`src/logic/ddr2_init_pkg.sv`:
```
// Purpose: Shared constants and types for the memory-side mode register block
// Assumes: Address bus is 14 bits, bank address 3 bits
// Notes:   Field structs follow the address-pin order of each register word
package ddr2_init_pkg;

	localparam int ADDR_W = 14;
	localparam int BANK_W = 3;
	localparam int COL_W  = 10;
	localparam int LOCK_W = 8;

	// Clocks the DLL needs after enable and reset
	localparam logic [LOCK_W-1:0] DLL_LOCK_CLKS = 8'hc8;

	// Command pin codes {cs_n, ras_n, cas_n, we_n}
	localparam logic [3:0] CMD_MODE  = 4'h0;
	localparam logic [3:0] CMD_REF   = 4'h1;
	localparam logic [3:0] CMD_PRE   = 4'h2;
	localparam logic [3:0] CMD_ACT   = 4'h3;
	localparam logic [3:0] CMD_WRITE = 4'h4;
	localparam logic [3:0] CMD_READ  = 4'h5;

	// Bank address codes selecting the register on a mode write
	localparam logic [1:0] SEL_MODE = 2'h0;
	localparam logic [1:0] SEL_EXT1 = 2'h1;

	// Burst length codes
	localparam logic [2:0] BL_FOUR  = 3'h2;
	localparam logic [2:0] BL_EIGHT = 3'h3;

	// Auto precharge / precharge-all address bit
	localparam int AP_BIT = 10;

	// Values after reset
	localparam logic [ADDR_W-1:0] MODE_RST = 14'h0000;
	localparam logic [ADDR_W-1:0] EXT1_RST = 14'h0001;

	typedef enum logic [2:0] {
		PWR_UP   = 3'b001,
		PWR_RUN  = 3'b010,
		PWR_SELF = 3'b100
	} pwr_e;

	typedef struct packed {
		logic       cs_n;
		logic       ras_n;
		logic       cas_n;
		logic       we_n;
	} cmd_s;

	typedef struct packed {
		logic [1:0] rsv;
		logic [2:0] wr;
		logic       dll_rst;
		logic       test;
		logic [2:0] cl;
		logic       bt;
		logic [2:0] bl;
	} mode_s;

	typedef struct packed {
		logic [1:0] rsv;
		logic       rdqs_en;
		logic       dqs_dis;
		logic [2:0] ocd;
		logic       rtt_hi;
		logic [2:0] al;
		logic       rtt_lo;
		logic       weak_drv;
		logic       dll_dis;
	} ext1_s;

endpackage

```
`src/logic/ddr2_mode_regs.sv`:
```
// Purpose: Command decode, mode register storage and DLL lock tracking inside the memory
// Assumes: All inputs synchronous to clk_sys; controller keeps its own ordering duties
// Notes:   Array data path is not modelled; bank state, latched addresses and flags are
//
// Functional notes
// RULE1 - Access needs Active before Read or Write
// RULE2 - Active latches bank and row address
// RULE3 - Read/Write latches start column and auto-precharge
// RULE4 - Controller holds clock enable, termination low
// RULE5 - Controller waits 200us, then raises clock enable
// RULE6 - Controller waits 400ns, then precharge all
// RULE7 - Controller writes extended registers two, three
// RULE8 - Controller writes extended one, DLL enabled
// RULE9 - Controller resets DLL through mode write
// RULE10 - Precharge all, two refreshes, final mode write
// RULE11 - Driver calibration default then exit, 200 clocks
// RULE12 - Every register write supplies all fields
// RULE13 - Register writes leave array contents untouched
// RULE14 - Mode write: all command pins low
// RULE15 - Mode writes only with banks idle; open banks are flagged on base mode register writes only
// RULE16 - Low mode bits select burst four/eight
// RULE17 - Remaining mode register field layout
// RULE18 - Write recovery programmed as rounded cycles
// RULE19 - Extended one write: bank bit zero high
// RULE20 - Extended register one field layout
// RULE21 - Self refresh turns DLL off, exit on
// RULE22 - No Read for 200 clocks after reset
`timescale 1ns/1ns
module ddr2_mode_regs #(
	parameter int LOCK_CLKS = 200
) (
	input  wire logic                                clk_sys,
	input  wire logic                                rstn,
	input  wire logic                                ce,
	input  wire logic                                cke,
	input  wire ddr2_init_pkg::cmd_s                 cmd,
	input  wire logic [ddr2_init_pkg::BANK_W-1:0]    ba,
	input  wire logic [ddr2_init_pkg::ADDR_W-1:0]    addr,
	output ddr2_init_pkg::mode_s                     mode_word,
	output ddr2_init_pkg::ext1_s                     ext1_word,
	output logic                                     burst_eight,
	output logic [7:0]                               banks_open,
	output logic [ddr2_init_pkg::BANK_W-1:0]         row_bank,
	output logic [ddr2_init_pkg::ADDR_W-1:0]         row_addr,
	output logic [ddr2_init_pkg::BANK_W-1:0]         col_bank,
	output logic [ddr2_init_pkg::COL_W-1:0]          col_start,
	output logic                                     auto_pre,
	output logic                                     col_write,
	output logic                                     dll_on,
	output logic                                     dll_locked,
	output logic                                     self_ref,
	output logic                                     access_err,
	output logic                                     cfg_err
);

	typedef struct packed {
		ddr2_init_pkg::pwr_e                      pwr;
		logic                                     cke_q;
		ddr2_init_pkg::mode_s                     mode;
		ddr2_init_pkg::ext1_s                     ext1;
		logic                                     bl8;
		logic [7:0]                               open;
		logic [ddr2_init_pkg::BANK_W-1:0]         rbank;
		logic [ddr2_init_pkg::ADDR_W-1:0]         row;
		logic [ddr2_init_pkg::BANK_W-1:0]         cbank;
		logic [ddr2_init_pkg::COL_W-1:0]          col;
		logic                                     ap;
		logic                                     wr;
		logic [ddr2_init_pkg::LOCK_W-1:0]         lock_cnt;
		logic                                     locked;
		logic                                     aerr;
		logic                                     cerr;
		logic                                     sref;
		logic                                     dllon;
	} state_s;

	localparam logic [ddr2_init_pkg::LOCK_W-1:0] LOCK_LOAD = ddr2_init_pkg::LOCK_W'(LOCK_CLKS);

	state_s st_reg;
	state_s st_next;
	logic   live;
	logic   [3:0] code;

	// Commands count only while clock enable was and is high
	assign live = st_reg.cke_q && cke && !cmd.cs_n;
	assign code = cmd;

	// Next-state logic; register writes touch only register state, never bank contents
	always_comb begin
		st_next = st_reg;
		st_next.cke_q = cke;
		// Lock countdown only runs while the DLL has a clock to track
		if (st_reg.lock_cnt != '0 && st_reg.pwr != ddr2_init_pkg::PWR_SELF) begin
			st_next.lock_cnt = st_reg.lock_cnt - 1'b1;
			st_next.locked   = (st_reg.lock_cnt == 8'h01) && !st_reg.ext1.dll_dis;
		end
		case (st_reg.pwr)
			ddr2_init_pkg::PWR_UP: begin
				if (cke) begin
					st_next.pwr = ddr2_init_pkg::PWR_RUN;
				end
			end
			ddr2_init_pkg::PWR_RUN: begin
				// Refresh with clock enable falling enters self refresh, DLL off
				if (st_reg.cke_q && !cke && !cmd.cs_n && code == ddr2_init_pkg::CMD_REF) begin
					st_next.pwr      = ddr2_init_pkg::PWR_SELF; // see RULE21
					st_next.locked   = 1'b0;
					st_next.lock_cnt = '0;
				end
			end
			ddr2_init_pkg::PWR_SELF: begin
				// DLL restarts on exit and must relock before reads
				if (cke) begin
					st_next.pwr      = ddr2_init_pkg::PWR_RUN; // see RULE21
					st_next.lock_cnt = LOCK_LOAD;
					st_next.locked   = 1'b0;
				end
			end
			default: begin
				st_next.pwr = ddr2_init_pkg::PWR_UP;
			end
		endcase
		if (live && st_reg.pwr == ddr2_init_pkg::PWR_RUN) begin
			case (code)
				ddr2_init_pkg::CMD_MODE: begin // see RULE13
					// Whole word is replaced on every mode or extended-one write
					if (ba[1:0] == ddr2_init_pkg::SEL_MODE && ba[2] == 1'b0) begin
						st_next.mode = addr; // see RULE14, RULE12, RULE17
						st_next.bl8  = (addr[2:0] == ddr2_init_pkg::BL_EIGHT); // see RULE16
						if ((addr[2:0] != ddr2_init_pkg::BL_FOUR && addr[2:0] != ddr2_init_pkg::BL_EIGHT)
							|| addr[7] || st_reg.open != 8'h00) begin
							st_next.cerr = 1'b1; // see RULE16
						end
						if (addr[8] && !st_reg.ext1.dll_dis) begin
							st_next.lock_cnt = LOCK_LOAD; // see RULE22
							st_next.locked   = 1'b0;
						end
					end else if (ba[1:0] == ddr2_init_pkg::SEL_EXT1 && ba[2] == 1'b0) begin
						st_next.ext1 = addr; // see RULE19, RULE20
						if (addr[0]) begin
							st_next.locked   = 1'b0;
							st_next.lock_cnt = '0;
						end
					end
				end
				ddr2_init_pkg::CMD_ACT: begin
					st_next.open[ba] = 1'b1;
					st_next.rbank    = ba; // see RULE2
					st_next.row      = addr; // see RULE2
				end
				ddr2_init_pkg::CMD_READ, ddr2_init_pkg::CMD_WRITE: begin
					st_next.cbank = ba;
					st_next.col   = addr[ddr2_init_pkg::COL_W-1:0]; // see RULE3
					st_next.ap    = addr[ddr2_init_pkg::AP_BIT]; // see RULE3
					st_next.wr    = (code == ddr2_init_pkg::CMD_WRITE);
					// Access to an idle bank, or a read before lock, is flagged
					if (!st_reg.open[ba] || (code == ddr2_init_pkg::CMD_READ && !st_reg.locked)) begin
						st_next.aerr = 1'b1; // see RULE1
					end
					if (addr[ddr2_init_pkg::AP_BIT]) begin
						st_next.open[ba] = 1'b0;
					end
				end
				ddr2_init_pkg::CMD_PRE: begin
					if (addr[ddr2_init_pkg::AP_BIT]) begin
						st_next.open = 8'h00;
					end else begin
						st_next.open[ba] = 1'b0;
					end
				end
				default: begin
				end
			endcase
		end
		// Decodes are registered here so every output leaves a flip-flop
		st_next.sref  = (st_next.pwr == ddr2_init_pkg::PWR_SELF); // see RULE21
		st_next.dllon = !st_next.ext1.dll_dis && !st_next.sref; // see RULE21
	end

	// Single state register; ce low freezes everything
	always_ff @(posedge clk_sys) begin
		if (!rstn) begin
			st_reg          <= '0;
			st_reg.pwr      <= ddr2_init_pkg::PWR_UP;
			st_reg.mode     <= ddr2_init_pkg::MODE_RST;
			st_reg.ext1     <= ddr2_init_pkg::EXT1_RST;
		end else if (ce) begin
			st_reg <= st_next;
		end
	end

	assign mode_word   = st_reg.mode;
	assign ext1_word   = st_reg.ext1;
	assign burst_eight = st_reg.bl8;
	assign banks_open  = st_reg.open;
	assign row_bank    = st_reg.rbank;
	assign row_addr    = st_reg.row;
	assign col_bank    = st_reg.cbank;
	assign col_start   = st_reg.col;
	assign auto_pre    = st_reg.ap;
	assign col_write   = st_reg.wr;
	assign dll_on      = st_reg.dllon;
	assign dll_locked  = st_reg.locked;
	assign self_ref    = st_reg.sref;
	assign access_err  = st_reg.aerr;
	assign cfg_err     = st_reg.cerr;

	// Checks on the decoded behaviour
	logic run_cmd;
	assign run_cmd = ce && live && st_reg.pwr == ddr2_init_pkg::PWR_RUN;

	row_latch_a: assert property (@(posedge clk_sys) disable iff (!rstn) // see RULE2
		run_cmd && code == ddr2_init_pkg::CMD_ACT |=> row_addr == $past(addr) && banks_open[$past(ba)])
		else $error("Active did not latch bank and row");
	col_latch_a: assert property (@(posedge clk_sys) disable iff (!rstn) // see RULE3
		run_cmd && code == ddr2_init_pkg::CMD_WRITE |=> col_write && auto_pre == $past(addr[10]))
		else $error("Write did not latch column or auto precharge");
	idle_access_a: assert property (@(posedge clk_sys) disable iff (!rstn) // see RULE1
		run_cmd && code == ddr2_init_pkg::CMD_WRITE && !banks_open[ba] |=> access_err)
		else $error("Write to idle bank not flagged");
	mode_write_a: assert property (@(posedge clk_sys) disable iff (!rstn) // see RULE14
		run_cmd && code == ddr2_init_pkg::CMD_MODE && ba == 3'h0 |=> mode_word == $past(addr))
		else $error("Mode write not stored");
	ext1_write_a: assert property (@(posedge clk_sys) disable iff (!rstn) // see RULE19
		run_cmd && code == ddr2_init_pkg::CMD_MODE && ba == 3'h1 |=> ext1_word == $past(addr) && $stable(mode_word))
		else $error("Extended write wrong target");
	burst_len_a: assert property (@(posedge clk_sys) disable iff (!rstn) // see RULE16
		run_cmd && code == ddr2_init_pkg::CMD_MODE && ba == 3'h0 && addr[2:0] == 3'h3 |=> burst_eight)
		else $error("Burst eight not decoded");
	array_keep_a: assert property (@(posedge clk_sys) disable iff (!rstn) // see RULE13
		run_cmd && code == ddr2_init_pkg::CMD_MODE |=> $stable(banks_open) && $stable(row_addr))
		else $error("Register write disturbed bank state");
	// Check helper: enabled cycles since the lock count was last loaded; the wait is too long for a repetition
	logic [15:0] lock_age;
	always_ff @(posedge clk_sys) begin
		if (!rstn) begin
			lock_age <= 16'h0000;
		end else if (ce && st_next.lock_cnt == LOCK_LOAD) begin
			lock_age <= 16'h0000;
		end else if (ce && lock_age != 16'hffff) begin
			lock_age <= lock_age + 16'h0001;
		end
	end

	lock_wait_a: assert property (@(posedge clk_sys) disable iff (!rstn) // see RULE22
		$rose(dll_locked) |-> lock_age >= 16'(LOCK_CLKS))
		else $error("DLL locked too early");
	self_dll_a: assert property (@(posedge clk_sys) disable iff (!rstn) // see RULE21
		self_ref |-> !dll_on && !dll_locked)
		else $error("DLL running in self refresh");
	cfg_test_a: assert property (@(posedge clk_sys) disable iff (!rstn) // see RULE17
		run_cmd && code == ddr2_init_pkg::CMD_MODE && ba == 3'h0 && addr[7] |=> cfg_err)
		else $error("Test mode bit not flagged");

	act_seen_c: cover property (@(posedge clk_sys) run_cmd && code == ddr2_init_pkg::CMD_ACT);
	lock_done_c: cover property (@(posedge clk_sys) $rose(dll_locked));
	self_exit_c: cover property (@(posedge clk_sys) $fell(self_ref));

endmodule

```
`config.mk`:
```
export PLATFORM = sky130hd
export DESIGN_NAME = ddr2_mode_regs
export DESIGN_NICKNAME = d
export VERILOG_FILES = /design/src/logic/ddr2_init_pkg.sv /design/src/logic/ddr2_mode_regs.sv
export SDC_FILE = /design/constraint.sdc
export NUM_CORES = 1
export LEC_CHECK = 0
export BUFFER_PORTS_ARGS = -buffer_cell sky130_fd_sc_hd__buf_2
export CORE_AREA = 5 5 93 95
export DETAILED_ROUTE_END_ITERATION = 7
export DIE_AREA = 0 0 98 100
export MAX_ROUTING_LAYER = met4
export PLACE_DENSITY = 0.9
export SYNTH_ARGS = -nofsm -noshare
export SYNTH_HDL_FRONTEND = slang
export SYNTH_SLANG_ARGS = --single-unit
```
`constraint.sdc`:
```
create_clock -name clk_sys -period 5 [get_ports clk_sys]
set_input_delay 0.5 -clock clk_sys [delete_from_list [all_inputs] [get_ports clk_sys]]
set_output_delay 0.5 -clock clk_sys [all_outputs]
set_load 0.05 [all_outputs]
```
After elaboration in Yosys (flattened, before gate mapping)
Cells that the tools add are included.
W data, S select, Z words.
{ "op_classes": {"add_sub_neg": 1, "order_cmp": 2, "n_eq_ne": 16, "mux": 31, "bitwise_logic": 5, "n_reduce_logical": 39} }
{ "op_table": {"columns": ["operator", "n"], "rows": [
  ["$mux W9", 8],
  ["$mux W53", 1],
  ["$pmux W8 S3", 1],
  ["$pmux W9 S2", 1],
  ["$mux W17", 1],
  ["$mux W8", 2],
  ["$reduce_bool A8 Y1", 2],
  ["$logic_and A1 B1 Y1", 15],
  ["$mux W15", 1],
  ["$reduce_and A4 Y1", 3],
  ["$mux W1", 10],
  ["$reduce_and A5 Y1", 2],
  ["$and A8 B8 Y8", 1],
  ["$eq A4 B2 Y1 const B", 2],
  ["$eq A4 B3 Y1 const B", 2],
  ["$eq A8 B1 Y1 const B", 1],
  ["$not A8 Y8", 1],
  ["$or A8 B8 Y8", 1],
  ["$sub A8 B1 Y8 const B", 1],
  ["$logic_not A1 Y1", 7],
  ["$eq A3 B2 Y1 const B", 2],
  ["$eq A3 B3 Y1 const B", 2],
  ["$mux W3", 2],
  ["$ne A3 B2 Y1 const B", 2],
  ["18 further kinds", 23]
]} }
{ "word_totals": {"reg_bits": 86, "in_bits": 25, "out_inout_bits": 74, "wordCells": 126} }

Depth between registers and ports, before layout
{ "depth": {"depth_word": 13, "depth_mapped": 7, "depth_no_buf": 7} }

Worst setup path after synthesis
OpenSTA, ideal clock, no wires.
{ "synth_path": {"kind": "input port to flip-flop", "startpoint": "in cmd[1] (netlist bit)", "endpoint": "reg st_reg, in the netlist ext1_word[10]", "setup_time_ps": 116, "t_arrival_ps": 1674, "required_ps": 4884, "slack_ps": 3210, "stages": 6, "n_path_buf": 1, "cell_sequence": "nor4_2 > nand4_1 > nor2_4 > buf_6 > mux2i_1 > nor2b_1"} }
{ "synth_between": {"elab_chain_len": 2} }
{ "synth_rtl": {"columns": ["element", "line_no", "source"], "rows": [
  ["start, declared", "ddr2_mode_regs.sv:36", "input wire ddr2_init_pkg::cmd_s cmd,"],
  ["$logic_not A4 Y1", "ddr2_mode_regs.sv:124", "case (code)"],
  ["$reduce_and A5 Y1 (no source line)", null, null],
  ["end signal, assigned", "ddr2_mode_regs.sv:188", "st_reg <= st_next;"],
  ["end, declared", "ddr2_mode_regs.sv:79", "state_s st_reg;"]
]} }
No other way between the ends.
A chain may end at the register's enable or synchronous reset.

Worst setup path in the final report
{ "layout_path": {"startpoint": "reg st_reg[84] (netlist bit)", "endpoint": "reg st_reg, in the netlist banks_open[4]"} }
{ "layout_between": {"elab_chain_len": 3} }
{ "layout_rtl": {"columns": ["element", "line_no", "source"], "rows": [
  ["$eq A3 B2 Y1", "ddr2_mode_regs.sv:123", "if (live && st_reg.pwr == ddr2_init_pkg::PWR_RUN) begin"],
  ["$logic_and A1 B1 Y1", "ddr2_mode_regs.sv:123", null],
  ["$reduce_and A4 Y1 (no source line)", null, null]
]} }
No other way between the ends.

==> out/results.ini <==
[placement]
io_buffers=98
dp_cells=597
dp_hpwl_microns=6900
gp_congestion=0.830
placed_cell_area_sq_um=4410

[critical_path]
critPathCaptureType=register
critPathMaxFanout=20
cp.required_ns=5.23
cp_cell_sequence=nor3b_4 > and3_4 > nand4b_1 > o41ai_1
crit_family=simple AND/OR/NAND/NOR gates
worstSetupStartpointType=register
critPathKind=register to register
max_stage_delay_ns=0.70
cp.arrival_ns=2.60
path_buf_inv=0
cp_slowest_cell=nand4b_1

[yosys]
synth_warnings=0
netlist_instances=488
syn_avg_cell_area_sq_um=9.07
synth_seq_cells=86
ys_types=58
ys.flop_type=dfxtp_1
synth_edf_count=0
synthArstFlopShare_pct=0
syn-num-nets=516
synth_seq_area_share_pct=38.9
syn_area_sq_um=4430

[floorplanning]
die_y_microns=100
core_area_sq_um=7650
rows=32
initial_utilization_pct=57.9
io_pins=99
fp.dieW_microns=98
dieArea_sq_um=9800

[sta]
slew_headroom_pct=23.7
finClkSkew_ns=0.00898
hold_viol=0
fin_crit_ns=2.37
slew_viol_final=0
worst_pin_slew_ns=1.14
finalSetupTns_ns=0
fmax_ghz=0.422
worst_hold_slack_ns=0.413
rsz0062_at_grt=no
setup_viol=0
fin_crit_sh_pct=47.4

[grt]
grt_max_degree=84
overflow=0
grt_pass1_wl_microns=16100
antenna_found_initial=0
grt_pass1_vias=3247
grt_use_total_pct=20.7

[route]
drtPass1Iterations=5
wire_per_inst_microns=15.9
num_vias=3367
avgViaCountPerCell=5.50
drc=0
route.antenna.remaining_nets=0
drt-initial-drc-count=202
drt_wl_total_microns=9740

[pwr]
cellPowerDensity_nw_per_um2=341
ir_worst_vdd_mv=0.251
p_leak_nw=1.95

[cells_and_area]
diodes=0
fin_nets=534
final_area_sq_um=4600
instances_no_fill=612
syn_to_final_growth_pct=3.96
drive_gt1_share_pct=25.1

[run]
cap_violations=0

[hold_path]
worstHoldPathType=input pin to register

[clock_network]
ctsRootBufferMaster=clkbuf_8
post_cts.repair.setup_buffers=0
cts.sinks=86
ctsHoldBuffers=0
clk_pin_slew_ns=0.09
cts_resized=0
cts_tree=built
cts-htree-levels=3
numCtsBuffers=9
insertion_delay_ns=0.35
cts_buffer_depth=2

[outcome]
status=finished clean

## where the power goes
group | switching [mW] | total (mW) | internal, mW
Clock | 0.243 | 0.486 | 0.243
Combinational | 0.181 | 0.328 | 0.146
Sequential | 0.0378 | 0.755 | 0.717
## cell type report
| cell class | instances | area, sq um |
|---|---|---|
| Clock buffer | 10 | 138 |
| Clock inverter | 5 | 60.1 |
| Fill cell | 654 | 3040 |
| Inverter | 7 | 26.3 |
| Multi-Input combinational cell | 304 | 2040 |
| Sequential cell | 86 | 1720 |
| Tap cell | 102 | 128 |
| Timing Repair Buffer | 98 | 490 |
## cells in the final DEF, fill, tap and decap left out, drive strengths merged, types with 6 or more instances in the layout
cell	synthesis	final
nand4	7	7
inv	7	7
o21ai	11	11
nand2b	6	6
nor2	23	23
a21oi	14	14
nand2	54	54
mux2i	45	45
o211ai	6	6
dfxtp	86	86
nor2b	48	48
buf	75	98
clkbuf	16	10
a21boi	26	26
## worst min-delay path, delay by kind of cell
family	cells	cell delay (ns)
and+or+nand+nor	1	0.04
AOI/OAI and AO/OA	1	0.06
buffers and inverters	1	0.11
## through the flow
step	power, mW	worst slack [ns]	util (%)
after detailed placement	1.08	2.50	57.6
after floorplan	1.01	3.21	-
after global placement	1.07	2.59	57.6
after CTS	1.57	2.64	60.2
after global routing	1.65	2.37	60.2
final	1.57	2.63	60.2
## synthesized netlist by cell type (all sizes together), types with 2 or more instances
| library cell | count | area, sq um |
|---|---|---|
| a211oi | 2 | 15.0 |
| a21boi | 26 | 199 |
| a21o | 2 | 15.0 |
| a21oi | 14 | 70.1 |
| a31o | 4 | 35.0 |
| a31oi | 2 | 12.5 |
| and2 | 2 | 12.5 |
| and3 | 3 | 28.8 |
| and3b | 2 | 17.5 |
| buf | 75 | 581 |
| clkbuf | 16 | 60.1 |
| dfxtp | 86 | 1720 |
| ha | 3 | 37.5 |
| inv | 7 | 26.3 |
| mux2 | 2 | 22.5 |
| mux2i | 45 | 450 |
| nand2 | 54 | 203 |
| nand2b | 6 | 37.5 |
| nand3 | 5 | 25.0 |
| nand4 | 7 | 50.1 |
| nand4b | 5 | 50.0 |
| nor2 | 23 | 93.8 |
| nor2b | 48 | 300 |
| nor3 | 5 | 25.0 |
| nor3b | 5 | 53.8 |
| nor4 | 2 | 18.8 |
| nor4b | 2 | 17.5 |
| o211ai | 6 | 45.0 |
| o21a | 2 | 15.0 |
| o21ai | 11 | 55.1 |
| o31ai | 2 | 15.0 |
| or3b | 2 | 17.5 |
| xor2 | 2 | 17.5 |
## path summary, 6_finish.rpt
path         startpoint            end  slack [ns]  depth (start not counted)
max          st_reg[84]  banks_open[4]        2.63                          4
min            addr[12]   row_addr[12]        0.41                          3
max reg2reg  st_reg[84]  banks_open[4]        2.63                          4
min reg2reg  access_err     access_err        0.47                          1
## cells by family after synthesis
| family | Yosys count | share of synthesized area, % |
|---|---|---|
| simple gates | 174 | 22.1 |
| flops | 86 | 38.9 |
| mux | 47 | 10.7 |
| fa+ha+maj | 3 | 0.848 |
| compound gates | 78 | 12.1 |
| buf+inv | 98 | 15.1 |
| xor+xnor | 2 | 0.396 |
## layer usage
| layer | vias up | global-route usage [%] | wire length [microns] |
|---|---|---|---|
| li1 | 1626 | - | - |
| met1 | 1604 | 25.3 | 4220 |
| met2 | 123 | 33.9 | 4710 |
| met3 | 14 | 3.96 | 620 |
| met4 | 0 | 8.31 | 195 |
| met5 | - | - | 0 |
No activity file was read; power rests on OpenSTA's default activity.
